### src/design/mwsr_consts.svh
`ifndef MWSR_CONSTS_SVH
`define MWSR_CONSTS_SVH

// register byte addresses
`define MWSR_ADDR_CTRL 8'h00
`define MWSR_ADDR_LINE 8'h04
`define MWSR_ADDR_EN 8'h08
`define MWSR_ADDR_STAT 8'h0C
`define MWSR_ADDR_SLOT 8'h10
`define MWSR_SLOT_STRIDE 8'h08
`define MWSR_ADDR_LAST 8'h2C

// field positions
`define MWSR_CTRL_RUN 0
`define MWSR_EN_COL_LSB 0
`define MWSR_EN_ROW_LSB 4
`define MWSR_STAT_BUSY 5
`define MWSR_STAT_FCNT_LSB 16

// sensor geometry and frame timing
`define MWSR_SLOTS 4
`define MWSR_COL_LIMIT 1936
`define MWSR_ROW_LIMIT 1216
`define MWSR_INVALID_LINES 40
`define MWSR_CLK_HZ 250000000
`define MWSR_LINE_RATE_HZ 76076
`define MWSR_LINE_CYC (`MWSR_CLK_HZ / `MWSR_LINE_RATE_HZ)

`endif

### src/design/mwsr_pkg.sv
package mwsr_pkg;
	typedef logic [10:0] mwsr_coord_t;
	// one window: start in the low half, size in the high half
	typedef struct packed {
		logic [4:0] rsv_hi;
		mwsr_coord_t size;
		logic [4:0] rsv_lo;
		mwsr_coord_t start;
	} mwsr_win_s;
	typedef enum logic [1:0] {MWSR_IDLE, MWSR_ACTIVE, MWSR_INVALID} mwsr_state_e;
	// pixel coordinate handed to the sensor array
	typedef struct packed {
		mwsr_coord_t col;
		mwsr_coord_t row;
	} mwsr_pix_s;
endpackage : mwsr_pkg

### src/design/mwsr_readout.sv
`timescale 1ns/100ps
`include "mwsr_consts.svh"
module mwsr_readout
	import mwsr_pkg::*;
#(
	parameter int SLOTS = `MWSR_SLOTS,
	parameter int LINE_CYC = `MWSR_LINE_CYC
) (
	// clock and reset
	input wire logic clk_sys,
	input wire logic rst_n,
	// avalon-mm slave
	input wire logic [7:0] address,
	input wire logic read,
	input wire logic write,
	input wire logic [3:0] byteenable,
	input wire logic [31:0] writedata,
	output logic [31:0] readdata,
	output logic waitrequest,
	// readout to sensor array
	output mwsr_pix_s pix,
	output logic pix_valid,
	output logic line_valid,
	output logic frame_valid
);
	if (SLOTS != 4 || LINE_CYC < 2 || LINE_CYC > 65535) begin : g_bad_param
		$error("mwsr_readout: unsupported parameters");
	end

	localparam logic [15:0] LINE_RST = 16'(LINE_CYC);

	//----------------------------------------
	// register file
	//----------------------------------------
	logic run_q;
	logic [15:0] line_cyc_q;
	logic [SLOTS-1:0] col_en_q;
	logic [SLOTS-1:0] row_en_q;
	mwsr_win_s col_win_q [SLOTS];
	mwsr_win_s row_win_q [SLOTS];
	logic [4:0] region_cnt_q;
	logic [15:0] frame_cnt_q;
	logic waitrequest_q;
	logic [31:0] readdata_q;
	mwsr_state_e state_q;

	function automatic logic [31:0] merge(input logic [31:0] old, input logic [31:0] nw,
			input logic [3:0] be);
		logic [31:0] r;
		r = old;
		for (int b = 0; b < 4; b++) begin
			if (be[b]) begin
				r[b*8 +: 8] = nw[b*8 +: 8];
			end
		end
		return r;
	endfunction : merge

	function automatic logic [2:0] popcnt(input logic [3:0] v);
		return 3'(v[0]) + 3'(v[1]) + 3'(v[2]) + 3'(v[3]);
	endfunction : popcnt

	// odd offsets and sizes are forced even
	function automatic mwsr_win_s even_win(input logic [31:0] v);
		mwsr_win_s w;
		w = mwsr_win_s'(v);
		w.rsv_hi = 5'h00;
		w.rsv_lo = 5'h00;
		w.start[0] = 1'b0;
		w.size[0] = 1'b0;
		return w;
	endfunction : even_win

	logic acc;
	logic wr_acc;
	assign acc = (read || write) && !waitrequest_q;
	assign wr_acc = write && !waitrequest_q;

	// one wait cycle, then a single-cycle answer
	always_ff @(posedge clk_sys or negedge rst_n) begin
		if (!rst_n) begin
			waitrequest_q <= 1'b1;
		end else begin
			waitrequest_q <= !((read || write) && waitrequest_q);
		end
	end

	always_ff @(posedge clk_sys or negedge rst_n) begin
		if (!rst_n) begin
			readdata_q <= 32'h0000_0000;
		end else if (read && waitrequest_q) begin
			readdata_q <= 32'h0000_0000;
			if (address == `MWSR_ADDR_CTRL) begin
				readdata_q[`MWSR_CTRL_RUN] <= run_q;
			end else if (address == `MWSR_ADDR_LINE) begin
				readdata_q[15:0] <= line_cyc_q;
			end else if (address == `MWSR_ADDR_EN) begin
				readdata_q[7:0] <= {row_en_q, col_en_q};
			end else if (address == `MWSR_ADDR_STAT) begin
				readdata_q[4:0] <= region_cnt_q;
				readdata_q[`MWSR_STAT_BUSY] <= (state_q != MWSR_IDLE);
				readdata_q[31:16] <= frame_cnt_q;
			end else if (address >= `MWSR_ADDR_SLOT && address <= `MWSR_ADDR_LAST
					&& address[1:0] == 2'h0) begin
				readdata_q <= address[2] ? row_win_q[address[4:3] - 2'h2]
					: col_win_q[address[4:3] - 2'h2];
			end
		end
	end

	always_ff @(posedge clk_sys or negedge rst_n) begin
		if (!rst_n) begin
			run_q <= 1'b0;
			line_cyc_q <= LINE_RST;
			col_en_q <= '0;
			row_en_q <= '0;
		end else if (wr_acc) begin
			if (address == `MWSR_ADDR_CTRL && byteenable[0]) begin
				run_q <= writedata[`MWSR_CTRL_RUN];
			end else if (address == `MWSR_ADDR_LINE) begin
				line_cyc_q <= (merge({16'h0000, line_cyc_q}, writedata, byteenable) < 32'h2)
					? 16'h0002 : 16'(merge({16'h0000, line_cyc_q}, writedata, byteenable));
			end else if (address == `MWSR_ADDR_EN && byteenable[0]) begin
				col_en_q <= writedata[`MWSR_EN_COL_LSB +: 4];
				row_en_q <= writedata[`MWSR_EN_ROW_LSB +: 4];
			end
		end
	end

	genvar gs;
	generate
		for (gs = 0; gs < SLOTS; gs++) begin : g_slot
			always_ff @(posedge clk_sys or negedge rst_n) begin
				if (!rst_n) begin
					col_win_q[gs] <= '0;
					row_win_q[gs] <= '0;
				end else if (wr_acc && address == 8'(`MWSR_ADDR_SLOT + gs * `MWSR_SLOT_STRIDE)) begin
					col_win_q[gs] <= even_win(merge(col_win_q[gs], writedata, byteenable));
				end else if (wr_acc
						&& address == 8'(`MWSR_ADDR_SLOT + gs * `MWSR_SLOT_STRIDE + 4)) begin
					row_win_q[gs] <= even_win(merge(row_win_q[gs], writedata, byteenable));
				end
			end
		end
	endgenerate

	always_ff @(posedge clk_sys or negedge rst_n) begin
		if (!rst_n) begin
			region_cnt_q <= 5'h00;
		end else begin
			region_cnt_q <= 5'(popcnt(col_en_q)) * 5'(popcnt(row_en_q));
		end
	end

	//----------------------------------------
	// scan engine
	//----------------------------------------
	logic [15:0] cyc_q;
	logic [1:0] cw_q;
	logic [1:0] rw_q;
	mwsr_coord_t col_off_q;
	mwsr_coord_t row_off_q;
	logic col_done_q;
	logic [5:0] inv_q;
	logic col_first_ok, col_next_ok, row_first_ok, row_next_ok;
	logic [1:0] col_first, col_next, row_first, row_next;
	logic line_end;

	assign line_end = (cyc_q == line_cyc_q - 16'h0001);

	// separate window search instances for the first and next row and column windows
	mwsr_next_win #(.SLOTS(SLOTS)) u_col_first (.en(col_en_q), .from(3'h0),
		.found(col_first_ok), .idx(col_first));
	mwsr_next_win #(.SLOTS(SLOTS)) u_col_next (.en(col_en_q), .from(3'(cw_q) + 3'h1),
		.found(col_next_ok), .idx(col_next));
	mwsr_next_win #(.SLOTS(SLOTS)) u_row_first (.en(row_en_q), .from(3'h0),
		.found(row_first_ok), .idx(row_first));
	mwsr_next_win #(.SLOTS(SLOTS)) u_row_next (.en(row_en_q), .from(3'(rw_q) + 3'h1),
		.found(row_next_ok), .idx(row_next));

	// every line lasts the full line period
	always_ff @(posedge clk_sys or negedge rst_n) begin
		if (!rst_n) begin
			cyc_q <= 16'h0000;
		end else if (state_q == MWSR_IDLE || line_end) begin
			cyc_q <= 16'h0000;
		end else begin
			cyc_q <= cyc_q + 16'h0001;
		end
	end

	// active rows, then forty invalid lines
	always_ff @(posedge clk_sys or negedge rst_n) begin
		if (!rst_n) begin
			state_q <= MWSR_IDLE;
			rw_q <= 2'h0;
			row_off_q <= '0;
			inv_q <= 6'h00;
			frame_cnt_q <= 16'h0000;
		end else begin
			case (state_q)
				MWSR_IDLE: begin
					if (run_q && row_first_ok && col_first_ok) begin
						state_q <= MWSR_ACTIVE;
						rw_q <= row_first;
						row_off_q <= '0;
					end
				end
				MWSR_ACTIVE: begin
					if (line_end) begin
						if (row_off_q + 11'h001 < row_win_q[rw_q].size) begin
							row_off_q <= row_off_q + 11'h001;
						end else if (row_next_ok) begin
							rw_q <= row_next;
							row_off_q <= '0;
						end else begin
							state_q <= MWSR_INVALID;
							inv_q <= 6'h00;
						end
					end
				end
				MWSR_INVALID: begin
					if (line_end) begin
						inv_q <= inv_q + 6'h01;
						if (inv_q == 6'(`MWSR_INVALID_LINES - 1)) begin
							frame_cnt_q <= frame_cnt_q + 16'h0001;
							state_q <= MWSR_IDLE;
						end
					end
				end
				default: begin
					state_q <= MWSR_IDLE;
				end
			endcase
		end
	end

	// column walk packs enabled column windows back to back
	always_ff @(posedge clk_sys or negedge rst_n) begin
		if (!rst_n) begin
			cw_q <= 2'h0;
			col_off_q <= '0;
			col_done_q <= 1'b1;
		end else if (cyc_q == 16'h0000) begin
			cw_q <= col_first;
			col_off_q <= '0;
			col_done_q <= !col_first_ok || state_q != MWSR_ACTIVE;
		end else if (!col_done_q) begin
			if (col_off_q + 11'h001 < col_win_q[cw_q].size) begin
				col_off_q <= col_off_q + 11'h001;
			end else if (col_next_ok) begin
				cw_q <= col_next;
				col_off_q <= '0;
			end else begin
				col_done_q <= 1'b1;
			end
		end
	end

	//----------------------------------------
	// registered outputs
	//----------------------------------------
	always_ff @(posedge clk_sys or negedge rst_n) begin
		if (!rst_n) begin
			pix <= '0;
			pix_valid <= 1'b0;
			line_valid <= 1'b0;
			frame_valid <= 1'b0;
		end else begin
			// only enabled windows reach the pixel stream
			pix_valid <= state_q == MWSR_ACTIVE && !col_done_q && cyc_q != 16'h0000
				&& col_en_q[cw_q] && row_en_q[rw_q];
			pix.col <= 11'(col_win_q[cw_q].start + col_off_q);
			pix.row <= 11'(row_win_q[rw_q].start + row_off_q);
			line_valid <= state_q == MWSR_ACTIVE;
			frame_valid <= state_q == MWSR_ACTIVE;
		end
	end

	assign readdata = readdata_q;
	assign waitrequest = waitrequest_q;

	//----------------------------------------
	// checks
	//----------------------------------------
	logic [15:0] since_q;
	always_ff @(posedge clk_sys or negedge rst_n) begin
		if (!rst_n) begin
			since_q <= 16'h0000;
		end else begin
			since_q <= (state_q == MWSR_IDLE || line_end) ? 16'h0000 : since_q + 16'h0001;
		end
	end
endmodule : mwsr_readout

### src/design/mwsr_next_win.sv
`timescale 1ns/100ps
module mwsr_next_win
	import mwsr_pkg::*;
#(
	parameter int SLOTS = 4
) (
	// search request
	input wire logic [SLOTS-1:0] en,
	input wire logic [2:0] from,
	// result
	output logic found,
	output logic [1:0] idx
);
	if (SLOTS != 4) begin : g_bad_slots
		$error("mwsr_next_win: only four slots supported");
	end

	// lowest enabled slot at or above from
	always_comb begin
		found = 1'b0;
		idx = 2'h0;
		for (int i = SLOTS - 1; i >= 0; i--) begin
			if (en[i] && (3'(i) >= from)) begin
				found = 1'b1;
				idx = 2'(i);
			end
		end
	end
endmodule : mwsr_next_win

### config.mk
export PLATFORM = sky130hd
export DESIGN_NAME = mwsr_readout
export DESIGN_NICKNAME = d
export VERILOG_FILES = /design/src/design/mwsr_pkg.sv /design/src/design/mwsr_readout.sv /design/src/design/mwsr_next_win.sv
export VERILOG_INCLUDE_DIRS = /design/src /design/src/design
export SDC_FILE = /design/constraint.sdc
export NUM_CORES = 1
export LEC_CHECK = 0
export BUFFER_PORTS_ARGS = -buffer_cell sky130_fd_sc_hd__buf_2
export CAP_MARGIN = 20
export CORE_MARGIN = 4
export CORE_UTILIZATION = 40
export CTS_CLUSTER_SIZE = 24
export DETAILED_ROUTE_END_ITERATION = 6
export PLACE_DENSITY_LB_ADDON = 0.2
export RECOVER_POWER = 50
export SETUP_SLACK_MARGIN = 0.1
export SLEW_MARGIN = 20
export SYNTH_ARGS = -nofsm -noshare
export SYNTH_HDL_FRONTEND = slang
export SYNTH_SLANG_ARGS = --single-unit
### constraint.sdc
create_clock -name clk_sys -period 4.3 [get_ports clk_sys]
set_input_delay 0.43 -clock clk_sys [delete_from_list [all_inputs] [get_ports clk_sys]]
set_output_delay 0.43 -clock clk_sys [all_outputs]
set_load 0.05 [all_outputs]
---- Word-level counts from Yosys, hierarchy flattened ----
Cells that the tools add are included.
operators by class
  $add $sub $neg .......................... 17
  bitwise gates (word level) .............. 9
  reductions and logical operators ........ 88
  multiplexer cells ....................... 116
  equality and inequality tests ........... 26
  $lt $le $gt $ge ......................... 18
  multiply operators ...................... 1
operator list
  cell                                                                    count
  32-bit two-way mux                                                      11
  32-bit binary-select mux with 2-bit select                              4
  8-bit two-way mux                                                       17
  27-bit two-way mux                                                      4
  11-bit two-way mux                                                      8
  16-bit two-way mux                                                      5
  2-bit two-way mux                                                       30
  3-bit AND reduction                                                     19
  2-bit AND reduction                                                     18
  16-bit by 1-bit adder with 16-bit output (second input constant)        2
  8-bit by 5-bit == test with 1-bit output (second input constant)        4
  8-bit by 6-bit == test with 1-bit output (second input constant)        4
  32-bit by 2-bit < comparator with 1-bit output (second input constant)  1
  31-bit two-way mux                                                      1
  6-bit two-way mux                                                       5
  1-bit logical AND                                                       29
  24-bit two-way mux                                                      1
  1-bit two-way mux                                                       23
  11-bit by 1-bit adder with 11-bit output (second input constant)        2
  11-bit adder                                                            2
  11-bit < comparator                                                     2
  11-bit one-hot mux with 2 select lines                                  1
  16-bit == test                                                          1
  8-bit by 4-bit == test with 1-bit output (second input constant)        2
  39 further kinds                                                        79
word-level totals
  input bits .............................. 48
  logic and storage cells ................. 327
  output and inout bits ................... 58
  register bits after elaboration ......... 314

---- Logic depth before layout (Yosys ltp) ----
Gate-level depths: netlist of the first run.
  depth in word-level cells ............... 16
  gate-level depth with buffers ........... 14
  gate-level depth less buffers ........... 13

---- By module ----
A second synthesis of the first run with hierarchy kept.
unflattened totals
  cells, all modules ...................... 1,492
  area, all modules ....................... 17,499.3 um2
by module, submodules not included
  module         sequential area each (um2)  cells an instance  area each (um2)  instances
  mwsr_readout   7,868.8                     1,448              17,229.0         1
  mwsr_next_win  0.0                         11                 67.6             4

---- Least setup slack after synthesis of the first run ----
No wires, ideal clock.
  kind .................................... flip-flop to flip-flop
  start ................................... register rw_q[0]
  end ..................................... register inv_q[3]
  period minus slack after synthesis ...... 3.361 ns
  slack ................................... 0.939 ns
  stages on the path, launching flop included .. 13
  arrival ................................. 3.284 ns
  data required time ...................... 4.222 ns
  library setup time ...................... 0.078 ns
  buffers on the path ..................... 2
  path through ............................ dfrtp_1 > buf_2 > buf_1 > mux4_2 > inv_1 > ha_1 > nand4_1 > a211oi_2 > o31ai_1 > and2_1 > o31a_1 > or4_1 > a21oi_1
on the way
  cells in the longest elaborated chain, start to end .. 9
  elaborated cells on any way between the ends .. 21
  classes of those cells .................. add/sub (1); order compare (5); eq/ne (2); mux (7); bitwise (1); reduce/logical (5)
RTL lines
  element                                                       RTL line             source
  start: declaration                                            mwsr_readout.sv:160  logic [1:0] rw_q;
  start signal: assignment                                      mwsr_readout.sv:205  rw_q <= row_first;
  start signal: assignment                                      mwsr_readout.sv:214  rw_q <= row_next;
  2-bit by 1-bit adder with 3-bit output                        mwsr_readout.sv:178  mwsr_next_win #(.SLOTS(SLOTS)) u_row_next (.en(row_en_q), .from(3'(rw_q) + 3'h1),
  2-bit by 3-bit greater-or-equal comparator with 1-bit output  mwsr_next_win.sv:23  if (en[i] && (3'(i) >= from)) begin
  1-bit logical AND                                             mwsr_next_win.sv:23
  1-bit two-way mux (4 in a row)                                mwsr_next_win.sv:23
  2-bit inequality test (no source line)                        --
  5-bit AND reduction (no source line) (*)                      --
  end signal: assignment                                        mwsr_readout.sv:224  inv_q <= inv_q + 6'h01;
  end: declaration                                              mwsr_readout.sv:164  logic [5:0] inv_q;
Mark *: on every way between the ends. The rest lies on a longest branch, timed or not. The select of a mux whose other input is x is not followed.
A chain may end at the register's enable or synchronous reset.

---- Final worst setup path of the first run ----
  start ................................... register row_off_q[0]
  end ..................................... register row_off_q[0]
on the way
  cells in the longest elaborated chain, start to end .. 5
  elaborated cells on any way between the ends .. 7
  classes of those cells .................. add/sub (1); order compare (1); eq/ne (1); mux (3); reduce/logical (1)
RTL lines
  element                                       RTL line                                  source
  start: declaration                            mwsr_readout.sv:162                       mwsr_coord_t row_off_q;
  start signal: assignment                      mwsr_readout.sv:212                       row_off_q <= row_off_q + 11'h001;
  11-bit by 1-bit adder with 11-bit output (*)  mwsr_readout.sv:211, mwsr_readout.sv:212
  11-bit < comparator                           mwsr_readout.sv:211                       if (row_off_q + 11'h001 < row_win_q[rw_q].size) begin
  11-bit two-way mux                            mwsr_readout.sv:211
  11-bit two-way mux                            mwsr_readout.sv:210                       if (line_end) begin
  11-bit one-hot mux with 2 select lines        mwsr_readout.sv:201                       case (state_q)
Marked as above.

==> results of run 1 <==
how the worst max path moves through the flow:
stage | from | end | slack [ps] | depth (start not counted)
floorplan | rw_q[0]$_DFFE_PN0P_ | inv_q[3]$_DFFE_PN0P_ | 940 | 12
global placement | cw_q[0]$_DFFE_PN0P_ | pix[21]$_DFF_PN0_ | 960 | 10
detailed placement | cw_q[0]$_DFFE_PN0P_ | pix[21]$_DFF_PN0_ | 880 | 10
CTS | row_off_q[0]$_DFFE_PN0P_ | row_off_q[0]$_DFFE_PN0P_ | 850 | 13
global route | row_off_q[0]$_DFFE_PN0P_ | row_off_q[0]$_DFFE_PN0P_ | 510 | 13
finish | row_off_q[0]$_DFFE_PN0P_ | row_off_q[0]$_DFFE_PN0P_ | 810 | 13
power by group:
part           switching [µW]  internal, µW
sequential               43.0          3000
clock                    1240          1780
combinational             326           152
state kept, by name, indices dropped and copies added (netlist names):
register	count
inv_q	6
waitrequest	1
col_off_q	11
region_cnt_q	5
row_en_q	4
row_off_q	11
line_cyc_q	16
cw_q	2
frame_valid	1
run_q	1
state_q	2
cyc_q	16
pix_valid	1
rw_q	2
col_en_q	4
col_done_q	1
frame_cnt_q	16
row_win_q	80
col_win_q	80
pix	22
readdata	32
metal layers:
layer | routed length (µm) | up-vias
met4 | 1153 | 0
met1 | 22390 | 6257
met5 | 0 | -
met3 | 2651 | 88
met2 | 22070 | 408
li1 | - | 5528
stage by stage:
stage	cells	hold WS [ps]	power (µW)	cell area [µm²]	setup slack (ps)
final	2140	73.47	6545	19530	811.8
after global routing	2140	60.25	6803	19530	512.7
after CTS	2140	1.840	6641	19580	849.2
after detailed placement	2077	445.7	3578	18430	882.3
after global placement	2077	447.7	3572	18420	958.9
after floorplan	1446	134.4	3356	17260	938.6
critical path, cell delays in order, from the launching register on:
cell	delay, ps
dfrtp_1	440
ha_1	230
and3_1	200
and3_1	210
nand3_1	110
xnor2_1	160
ha_1	320
nand2_1	80
nor2_1	110
o31ai_1	100
and3_1	240
a21oi_1	140
a2bb2oi_1	790
mux2_2	310
kinds of logic after synthesis:
logic type | after synthesis
AO/OA/AOI/OAI | 208
XOR/XNOR | 76
adder cells (fa/ha/maj) | 56
buffers and inverters | 127
flip-flops | 314
multiplexers | 282
AND/OR/NAND/NOR | 383
layout make-up:
class                   instances  area share
inverters                      57     0.01096
clock buffers                  55     0.05497
multi-input cells            1005      0.4560
flip-flops and latches        314      0.4029
repair buffers                124     0.03415
well taps                     577     0.03697
clock inverters                 8    0.004036
cell usage in the layout, fill, tap and decap left out, drive strengths merged, types with 4 or more instances in the layout:
master,Yosys,routed
mux4,82,82
clkinv,0,4
dfrtp,305,305
nand3b,7,7
a21oi,47,47
or2,4,4
o21ai,55,55
nand2,122,122
o31ai,5,5
mux2i,22,22
o21a,5,5
or4,11,11
clkbuf,42,83
xnor2,36,36
fa,6,6
xor2,40,40
and2,12,12
mux2,178,178
o21bai,5,5
and4,6,6
nor2b,8,8
o22ai,4,4
and3,18,18
nor4,20,20
ha,50,50
nand4,16,16
nor2,59,59
buf,28,96
nand2b,22,22
a221oi,6,6
nand3,36,36
inv,57,59
o2111ai,5,5
a21o,14,14
dfstp,9,9
or3,7,7
nor3,26,26
nor4b,4,4
a22o,27,27
==> results_dict.tcl, run 1 <==
set metrics [dict create \
    run_status "finished, violations left" \
    violations "max-capacitance violations, max-slew violations" \
    synth-edff-count 0 \
    dp_hpwl_um 35460 \
    yosysMostFrequentCell "dfrtp_1" \
    synth_area_per_cell_um2 11.94 \
    path_max_fanout 11 \
    synth_xor_area_frac 0.03856 \
    rsz0062_at_grt "no" \
    nFillCells 3923 \
    grt_use_met1 0.3052 \
    worstReg2RegEnd "row_off_q[0]$_DFFE_PN0P_" \
    routed_wl_um 48270 \
    die-area_um2 46540 \
    drive_above_1_share 0.2802 \
    ys_types 77 \
    cp-end-kind "register" \
    syn_area_um2 17260 \
    hold_class "input pin to register" \
    cts_setup_buffers 0 \
    finalSetupViolations 0 \
    synth_top_family_by_area "multiplexers" \
    synthesis.nets 1550 \
    initial_core_util 0.4079 \
    yosysSeqAreaShare 0.4559 \
    die_w_um 215.7 \
    synth-async-reset-ratio 1.000 \
    setup_tns_ps 0 \
    rows 75 \
    period_needed_ps 3488 \
    clkSinkCount 314 \
    worstSetupPathType "register to register" \
    hold_depth 2 \
    grt_use_total 0.2073 \
    finalMaxSlewViolations 150 \
    yosys_most_used_dff "dfrtp_1" \
    reg2regPathDepth 13 \
    first_global_vias 12448 \
    r2r_slack_ps 810 \
    die_h_um 215.7 \
    use_met2 0.3216 \
    fin_util 0.4614 \
    wire_per_inst_um 22.56 \
    critPathRequiredTime_ps 4780 \
    clock_path_buffers 3 \
    ff_latch_area_um2 7869 \
    grt_remaining_overflow 0 \
    fmax_ghz 0.2867 \
    synthSimpleGateAreaFrac 0.1147 \
    yosys.area_share.adder 0.04320 \
    fp.coreArea_um2 42320 \
    area_delta_synth_final_pct 13.13 \
    yosysWarnings 0 \
    grt_max_degree 112 \
    synth_compound_area_frac 0.08249 \
    drc_errors 0 \
    multi_input_area_um2 8905 \
    rr_startpoint "row_off_q[0]$_DFFE_PN0P_" \
    holdPathEnd "waitrequest$_DFF_PN1_" \
    finClkSkew_ps 12.23 \
    yosys-top-cells-count "dfrtp_1, mux2_2, nand2_1, mux4_2, nor2_1" \
    final_hold_viol_count 0 \
    ctsHoldBuffers 0 \
    worstSkewPairLatency_ps 540 \
    avgViaCountPerCell 5.739 \
    maxCapViolations 2 \
    use_met3 0.03193 \
    ios 106 \
    cts_resized 0 \
    cts_root_buffer "clkbuf_16" \
    ant_nets 0 \
    grt_pass1_wl_um 75870 \
    worst_slew_pin_slew_ps 2886 \
    synth_mux_area_frac 0.2361 \
    relSlewSlack -0.9242 \
    vias 12281 \
    drtIter0Drc 1009 \
    cts_buffers 36 \
    antenna_found_initial 0 \
    start_kind "register" \
    synth_top_area_frac 0.4422 \
    clk_pin_slew_worst_paths_ps 60 \
    antenna_cells 0 \
    gp_congestion 0.8748 \
    syn_inst 1446 \
    cts_tree "done" \
    gr-max-usage-layer "met2" \
    fin_nets 1642 \
    hp-start "read" \
    arrival_ps 3960 \
    first_pass_iters 7 \
    htreeDepth 2 \
    ys_top_cells_by_area "dfrtp_1, mux2_2, mux4_2" \
    peakVddDrop_v 0.0002348 \
    period_share 0.8112 \
    power_density_nw_per_um2 335.2 \
    port_buffers 105 \
    leakage_uw 0.009146 \
    synth_top_cell_by_area "dfrtp_1" \
    ys_ff_latch 314 \
]
Note: power is estimated with default switching activity, not from simulation.
==> run 2: changes to the inputs <==
- ABC_AREA: default -> 1
- clock period: 4.3 -> 3.17 ns (I/O delays scaled with it)
==> results_dict.tcl, run 2 <==
set metrics [dict create \
    run_status "finished, violations left" \
    violations "max-capacitance violations, max-slew violations" \
    final_hold_viol_count 0 \
    slowest_stage "fa_1" \
    leakage_uw 0.009688 \
    ys_types 49 \
    synth_area_per_cell_um2 7.568 \
    synth-edff-count 0 \
    wire_per_inst_um 18.98 \
    nFillCells 4455 \
    clkSinkCount 314 \
    htreeDepth 2 \
    drc_errors 0 \
    yosysSeqAreaShare 0.4370 \
    peakVddDrop_v 0.0003201 \
    area_delta_synth_final_pct 14.59 \
    ant_nets 0 \
    grt_max_degree 75 \
    port_buffers 105 \
    p_total_uw 11360 \
    first_pass_iters 6 \
    grt_pass1_wl_um 92570 \
    power_density_nw_per_um2 550.4 \
    relSlewSlack -0.3100 \
    drtIter0Drc 1853 \
    cts_tree "done" \
    start_kind "register" \
    antenna_found_initial 1 \
    yosysMostFrequentCell "nand2_1" \
    ys_top_cells_by_area "dfrtp_1, nand2_1, o21ai_0" \
    rsz0062_at_grt "no" \
    synth_top_cell_by_area "dfrtp_1" \
    routed_wl_um 58900 \
    cts_root_buffer "clkbuf_16" \
    final_cell_mix "nand2_1, o21ai_0, dfrtp_1" \
    crit_top_cell "ha_1" \
    hold_class "input pin to register" \
    maxCapViolations 1 \
    syn_inst 2379 \
    ios 106 \
    syn_area_um2 18000 \
    grt_use_total 0.2440 \
    finClkSkew_ps 20.74 \
    die-area_um2 48470 \
    multi_input_area_um2 8892 \
    whs_ps 85.64 \
    clk_pin_slew_worst_paths_ps 60 \
    vias 16981 \
    avgViaCountPerCell 5.471 \
    fin_nets 2590 \
    ys_ff_latch 314 \
    worstSkewPairLatency_ps 560 \
    gp_congestion 0.9604 \
    dp_hpwl_um 43650 \
    worstSetupPathType "register to register" \
    slowest_delay_ps 500 \
    synth_top_area_frac 0.4239 \
    yosysWarnings 0 \
    setup_tns_ps 0 \
    ff_latch_area_um2 7870 \
    initial_core_util 0.4063 \
    worst_slew_pin_slew_ps 1965 \
    pre_cts_slack_ps 53.58 \
    period_needed_ps 2937 \
    die_w_um 220.2 \
    synth-async-reset-ratio 1.000 \
    grt_remaining_overflow 0 \
    final_common_cell "nand2_1" \
    finalSetupViolations 0 \
    critPathRequiredTime_ps 3610 \
    rows 77 \
    cp-end-kind "register" \
    die_h_um 220.2 \
    yosys-top-cells-count "nand2_1, o21ai_0, dfrtp_1, inv_1, nor2_1" \
    worstPathCellList "fa_1 -> ha_1 -> ha_1 -> nand2_1 -> inv_1 -> fa_1 -> ha_1 -> inv_1 -> fa_2 -> xnor2_2 -> xnor2_1" \
    finalMaxSlewViolations 71 \
    fp.coreArea_um2 44320 \
    r2r_slack_ps 230 \
    finalWorstSetupSlack_ps 232.9 \
    fin_util 0.4656 \
    synthesis.nets 2483 \
    period_share 0.9265 \
    first_global_vias 16025 \
    yosys_most_used_dff "dfrtp_1" \
    cts_buffers 38 \
    path_max_fanout 5 \
    fmax_ghz 0.3405 \
    drive_above_1_share 0.08323 \
    arrival_ps 3380 \
    clock_path_buffers 3 \
]
run 2: changes by cell type after synthesis, moves of 28 or more:
cell	before	now
o21ai_0	54	324
nand2_1	122	655
mux4_2	82	0
nor2_1	59	147
inv_1	57	233
nand3_1	35	133
nand4_1	16	44
o211ai_1	3	36
a21oi_1	47	126
mux2_2	177	0
run 2: layout make-up:
type	instances	share of cell area
Multi-Input combinational cell	1732	0.4310
Antenna cell	1	0.0001213
Clock inverter	9	0.005943
Tap cell	592	0.03590
Clock buffer	56	0.05682
Inverter	238	0.04360
Timing Repair Buffer	162	0.04518
Sequential cell	314	0.3814
run 2: what timing repair did:
action,4_1_cts,5_1_grt
setup buffers,0,3
gates resized for setup,1,21
setup endpoints to repair,11,35
hold buffers,3,0
hold endpoints to repair,68,0
pin swaps,0,1
run 2: stage by stage:
| step | std cells | instance area (µm²) |
|---|---|---|
| final | 3104 | 20630 |
| after global routing | 3104 | 20630 |
| after CTS | 3100 | 20620 |
| after detailed placement | 3032 | 19290 |
| after global placement | 3032 | 19290 |
| after floorplan | 2379 | 18000 |
run 2: report_power, final:
| group | internal, µW | switching (µW) | leakage, µW |
|---|---|---|---|
| registers | 4160 | 132 | 0.00429 |
| logic | 658 | 1870 | 0.00475 |
| clock network | 2790 | 1750 | 0.000639 |
| total | 7610 | 3750 | 0.00969 |
run 2: logic make-up after synthesis:
family,Yosys count,share of synthesized area
compound gates,557,0.1696
xor+xnor,64,0.03113
simple gates,1055,0.2476
fa+ha+maj,56,0.04142
flops,314,0.4370
buf+inv,333,0.07318
run 2: per-layer routing:
metal / wire length (µm) / global-route usage
met5: 0 / 0
met4: 2137 / 0.08373
met3: 4107 / 0.03612
met2: 25670 / 0.3706
met1: 26990 / 0.3578
run 2: critical path: cells and delay by family, from the launching register on:
family | cells | cell delay, ps
adders and majority gates | 6 | 1960
DFF | 1 | 440
xor gates and xnor gates | 2 | 260
buffers and inverters | 2 | 100
and+or+nand+nor | 1 | 70
run 2: path summary, 6_finish.rpt:
check,cells after the start,from,endpoint
max,11,row_en_q[1]$_DFFE_PN0P_,region_cnt_q[4]$_DFF_PN0_
max reg2reg,11,row_en_q[1]$_DFFE_PN0P_,region_cnt_q[4]$_DFF_PN0_
min in group asynchronous,2,rst_n,pix[14]$_DFF_PN0_
min reg2reg,0,row_off_q[0]$_DFFE_PN0P_,pix[0]$_DFF_PN0_
min,3,writedata[0],run_q$_DFFE_PN0P_
max in group asynchronous,3,rst_n,col_win_q[10]$_DFFE_PN0P_
==> run 3: changes to the inputs <==
- CORE_UTILIZATION: 40 -> 31
- REMOVE_ABC_BUFFERS: default -> 1
==> results_dict.tcl, run 3 (synthesized netlist as in run 2, its figures left out) <==
set metrics [dict create \
    period_needed_ps 2914 \
    period_share 0.9193 \
    final_hold_viol_count 0 \
    rr_startpoint "col_en_q[0]$_DFFE_PN0P_" \
    reg2regPathDepth 11 \
    whs_ps 79.95 \
    first_global_vias 16110 \
    die-area_um2 62000 \
    placedCellCount 3211 \
    avgViaCountPerCell 5.170 \
    routed_wl_um 63440 \
    power_frac_comb 0.221 \
    hold_depth 3 \
    slowest_stage "fa_1" \
    finClkSkew_ps 21.45 \
    arrival_ps 3360 \
    p_sw_frac 0.3311 \
    ios 106 \
    fp.coreArea_um2 57590 \
    grt_remaining_overflow 0 \
    rows 88 \
    power_density_nw_per_um2 552.8 \
    slowest_delay_ps 500 \
    drtIter0Drc 1624 \
    initial_core_util 0.3127 \
    grt_max_degree 86 \
    fmax_ghz 0.3431 \
    p_int_uw 7748 \
    htreeDepth 2 \
    multi_input_area_um2 8910 \
    nFillCells 6021 \
    path_max_fanout 3 \
    area_delta_synth_final_pct 16.37 \
    drive_above_1_share 0.08925 \
    final_common_cell "nand2_1" \
    clk_pin_slew_worst_paths_ps 60 \
    antenna_cells 0 \
    vias 16990 \
    port_buffers 105 \
    wire_per_inst_um 19.31 \
    ff_latch_area_um2 7874 \
    violations "max-capacitance violations, max-slew violations" \
    hp-start "writedata[0]" \
    hold_class "input pin to register" \
    worst_slew_pin_slew_ps 2366 \
    switching_power_uw 3835 \
    run_status "finished, violations left" \
    cts_tree "done" \
    clkSinkCount 314 \
    clock_path_buffers 3 \
    worstReg2RegEnd "region_cnt_q[4]$_DFF_PN0_" \
    rsz0062_at_grt "yes" \
    dp_hpwl_um 47490 \
    drc_errors 0 \
    final_cell_mix "nand2_1, o21ai_0, dfrtp_1" \
    ant_nets 0 \
    die_w_um 249.0 \
    die_h_um 249.0 \
    p_clk_frac 0.407 \
    finalMaxSlewViolations 84 \
    worstPathCellList "fa_1 -> ha_1 -> ha_1 -> nand2_1 -> inv_1 -> fa_1 -> ha_1 -> inv_1 -> fa_2 -> xnor2_2 -> xnor2_1" \
    cp-end-kind "register" \
    fin_util 0.3639 \
    worstSkewPairLatency_ps 560 \
    critPathRequiredTime_ps 3620 \
    start_kind "register" \
    final_cell_area_um2 20950 \
    cts_buffers 41 \
    grt_pass1_wl_um 96790 \
    leakage_uw 0.009768 \
    holdPathEnd "run_q$_DFFE_PN0P_" \
    crit_top_cell "ha_1" \
    gp_congestion 0.9143 \
    relSlewSlack -0.5774 \
    fin_nets 2598 \
    maxCapViolations 1 \
    finalSetupViolations 0 \
    cts_root_buffer "clkbuf_16" \
    grt_use_total 0.1984 \
    r2r_slack_ps 260 \
    dpl_cell_area_um2 19550 \
    stdcell_count 3286 \
    worstSetupPathType "register to register" \
    pwr-share-seq 0.372 \
    first_pass_iters 6 \
    antenna_found_initial 0 \
    peakVddDrop_v 0.0003274 \
]
-- run 3: changes by cell type in the layout (fill, tap and decap cells not counted), moves of 2 or more --
cell	change
buf_2	+7
dfrtp_2	+3
clkbuf_1	-3
buf_4	+7
dfrtp_1	-3
clkbuf_4	-2
-- run 3: layout make-up --
type,count,area share
Timing Repair Buffer,167,0.04622
Clock inverter,10,0.007285
Inverter,238,0.04264
Multi-Input combinational cell,1732,0.4252
Clock buffer,60,0.05715
Tap cell,765,0.04568
Sequential cell,314,0.3758
-- run 3: worst max path at each step --
stage | startpoint | to | slack [ps]
6_report | col_en_q[0]$_DFFE_PN0P_ | region_cnt_q[4]$_DFF_PN0_ | 260
5_1_grt | row_off_q[0]$_DFFE_PN0P_ | row_off_q[2]$_DFFE_PN0P_ | 50
4_1_cts | row_off_q[0]$_DFFE_PN0P_ | row_off_q[6]$_DFFE_PN0P_ | 120
3_5_place_dp | row_off_q[0]$_DFFE_PN0P_ | row_off_q[4]$_DFFE_PN0P_ | 100
3_3_place_gp | row_off_q[0]$_DFFE_PN0P_ | row_off_q[8]$_DFFE_PN0P_ | 140
2_1_floorplan | cw_q[0]$_DFFE_PN0P_ | pix[20]$_DFF_PN0_ | -70
-- run 3: timing repair --
item,4_1_cts,5_1_grt
gates resized for setup,1,25
pin swaps,0,4
hold buffers,3,0
hold endpoints to repair,80,0
endpoints found under the setup margin,9,47
setup buffers,0,2
-- run 3: layer usage --
metal	wire [µm]	track usage
met1	29010	0.2817
met2	27270	0.2993
met3	4384	0.03884
met4	2775	0.07678
met5	0	0
-- run 3: worst max-delay path, delay by kind of cell (launching register included) --
kind                     cells  cell delay (ps)
buffers and inverters        2              100
AND/OR/NAND/NOR              1               80
XOR/XNOR                     2              260
flip-flops                   1              390
adder cells (fa/ha/maj)      6             1960
-- run 3: per-stage QoR --
step	worst slack, ps	total power (µW)	TNS (ps)
6_report	255.7	11580	0
3_3_place_gp	137.5	6846	0
3_5_place_dp	102.8	6888	0
5_1_grt	47.51	12170	0
2_1_floorplan	-66.93	5759	-66.93
4_1_cts	122.7	11690	0
-- run 3: power groups by stage --
stage	clock (µW)	sequential, µW	combinational (µW)
4_1_cts	4850	4300	2540
3_5_place_dp	0	4370	2520
6_report	4720	4310	2560
3_3_place_gp	0	4360	2490
5_1_grt	5020	4320	2820
2_1_floorplan	0	4540	1220
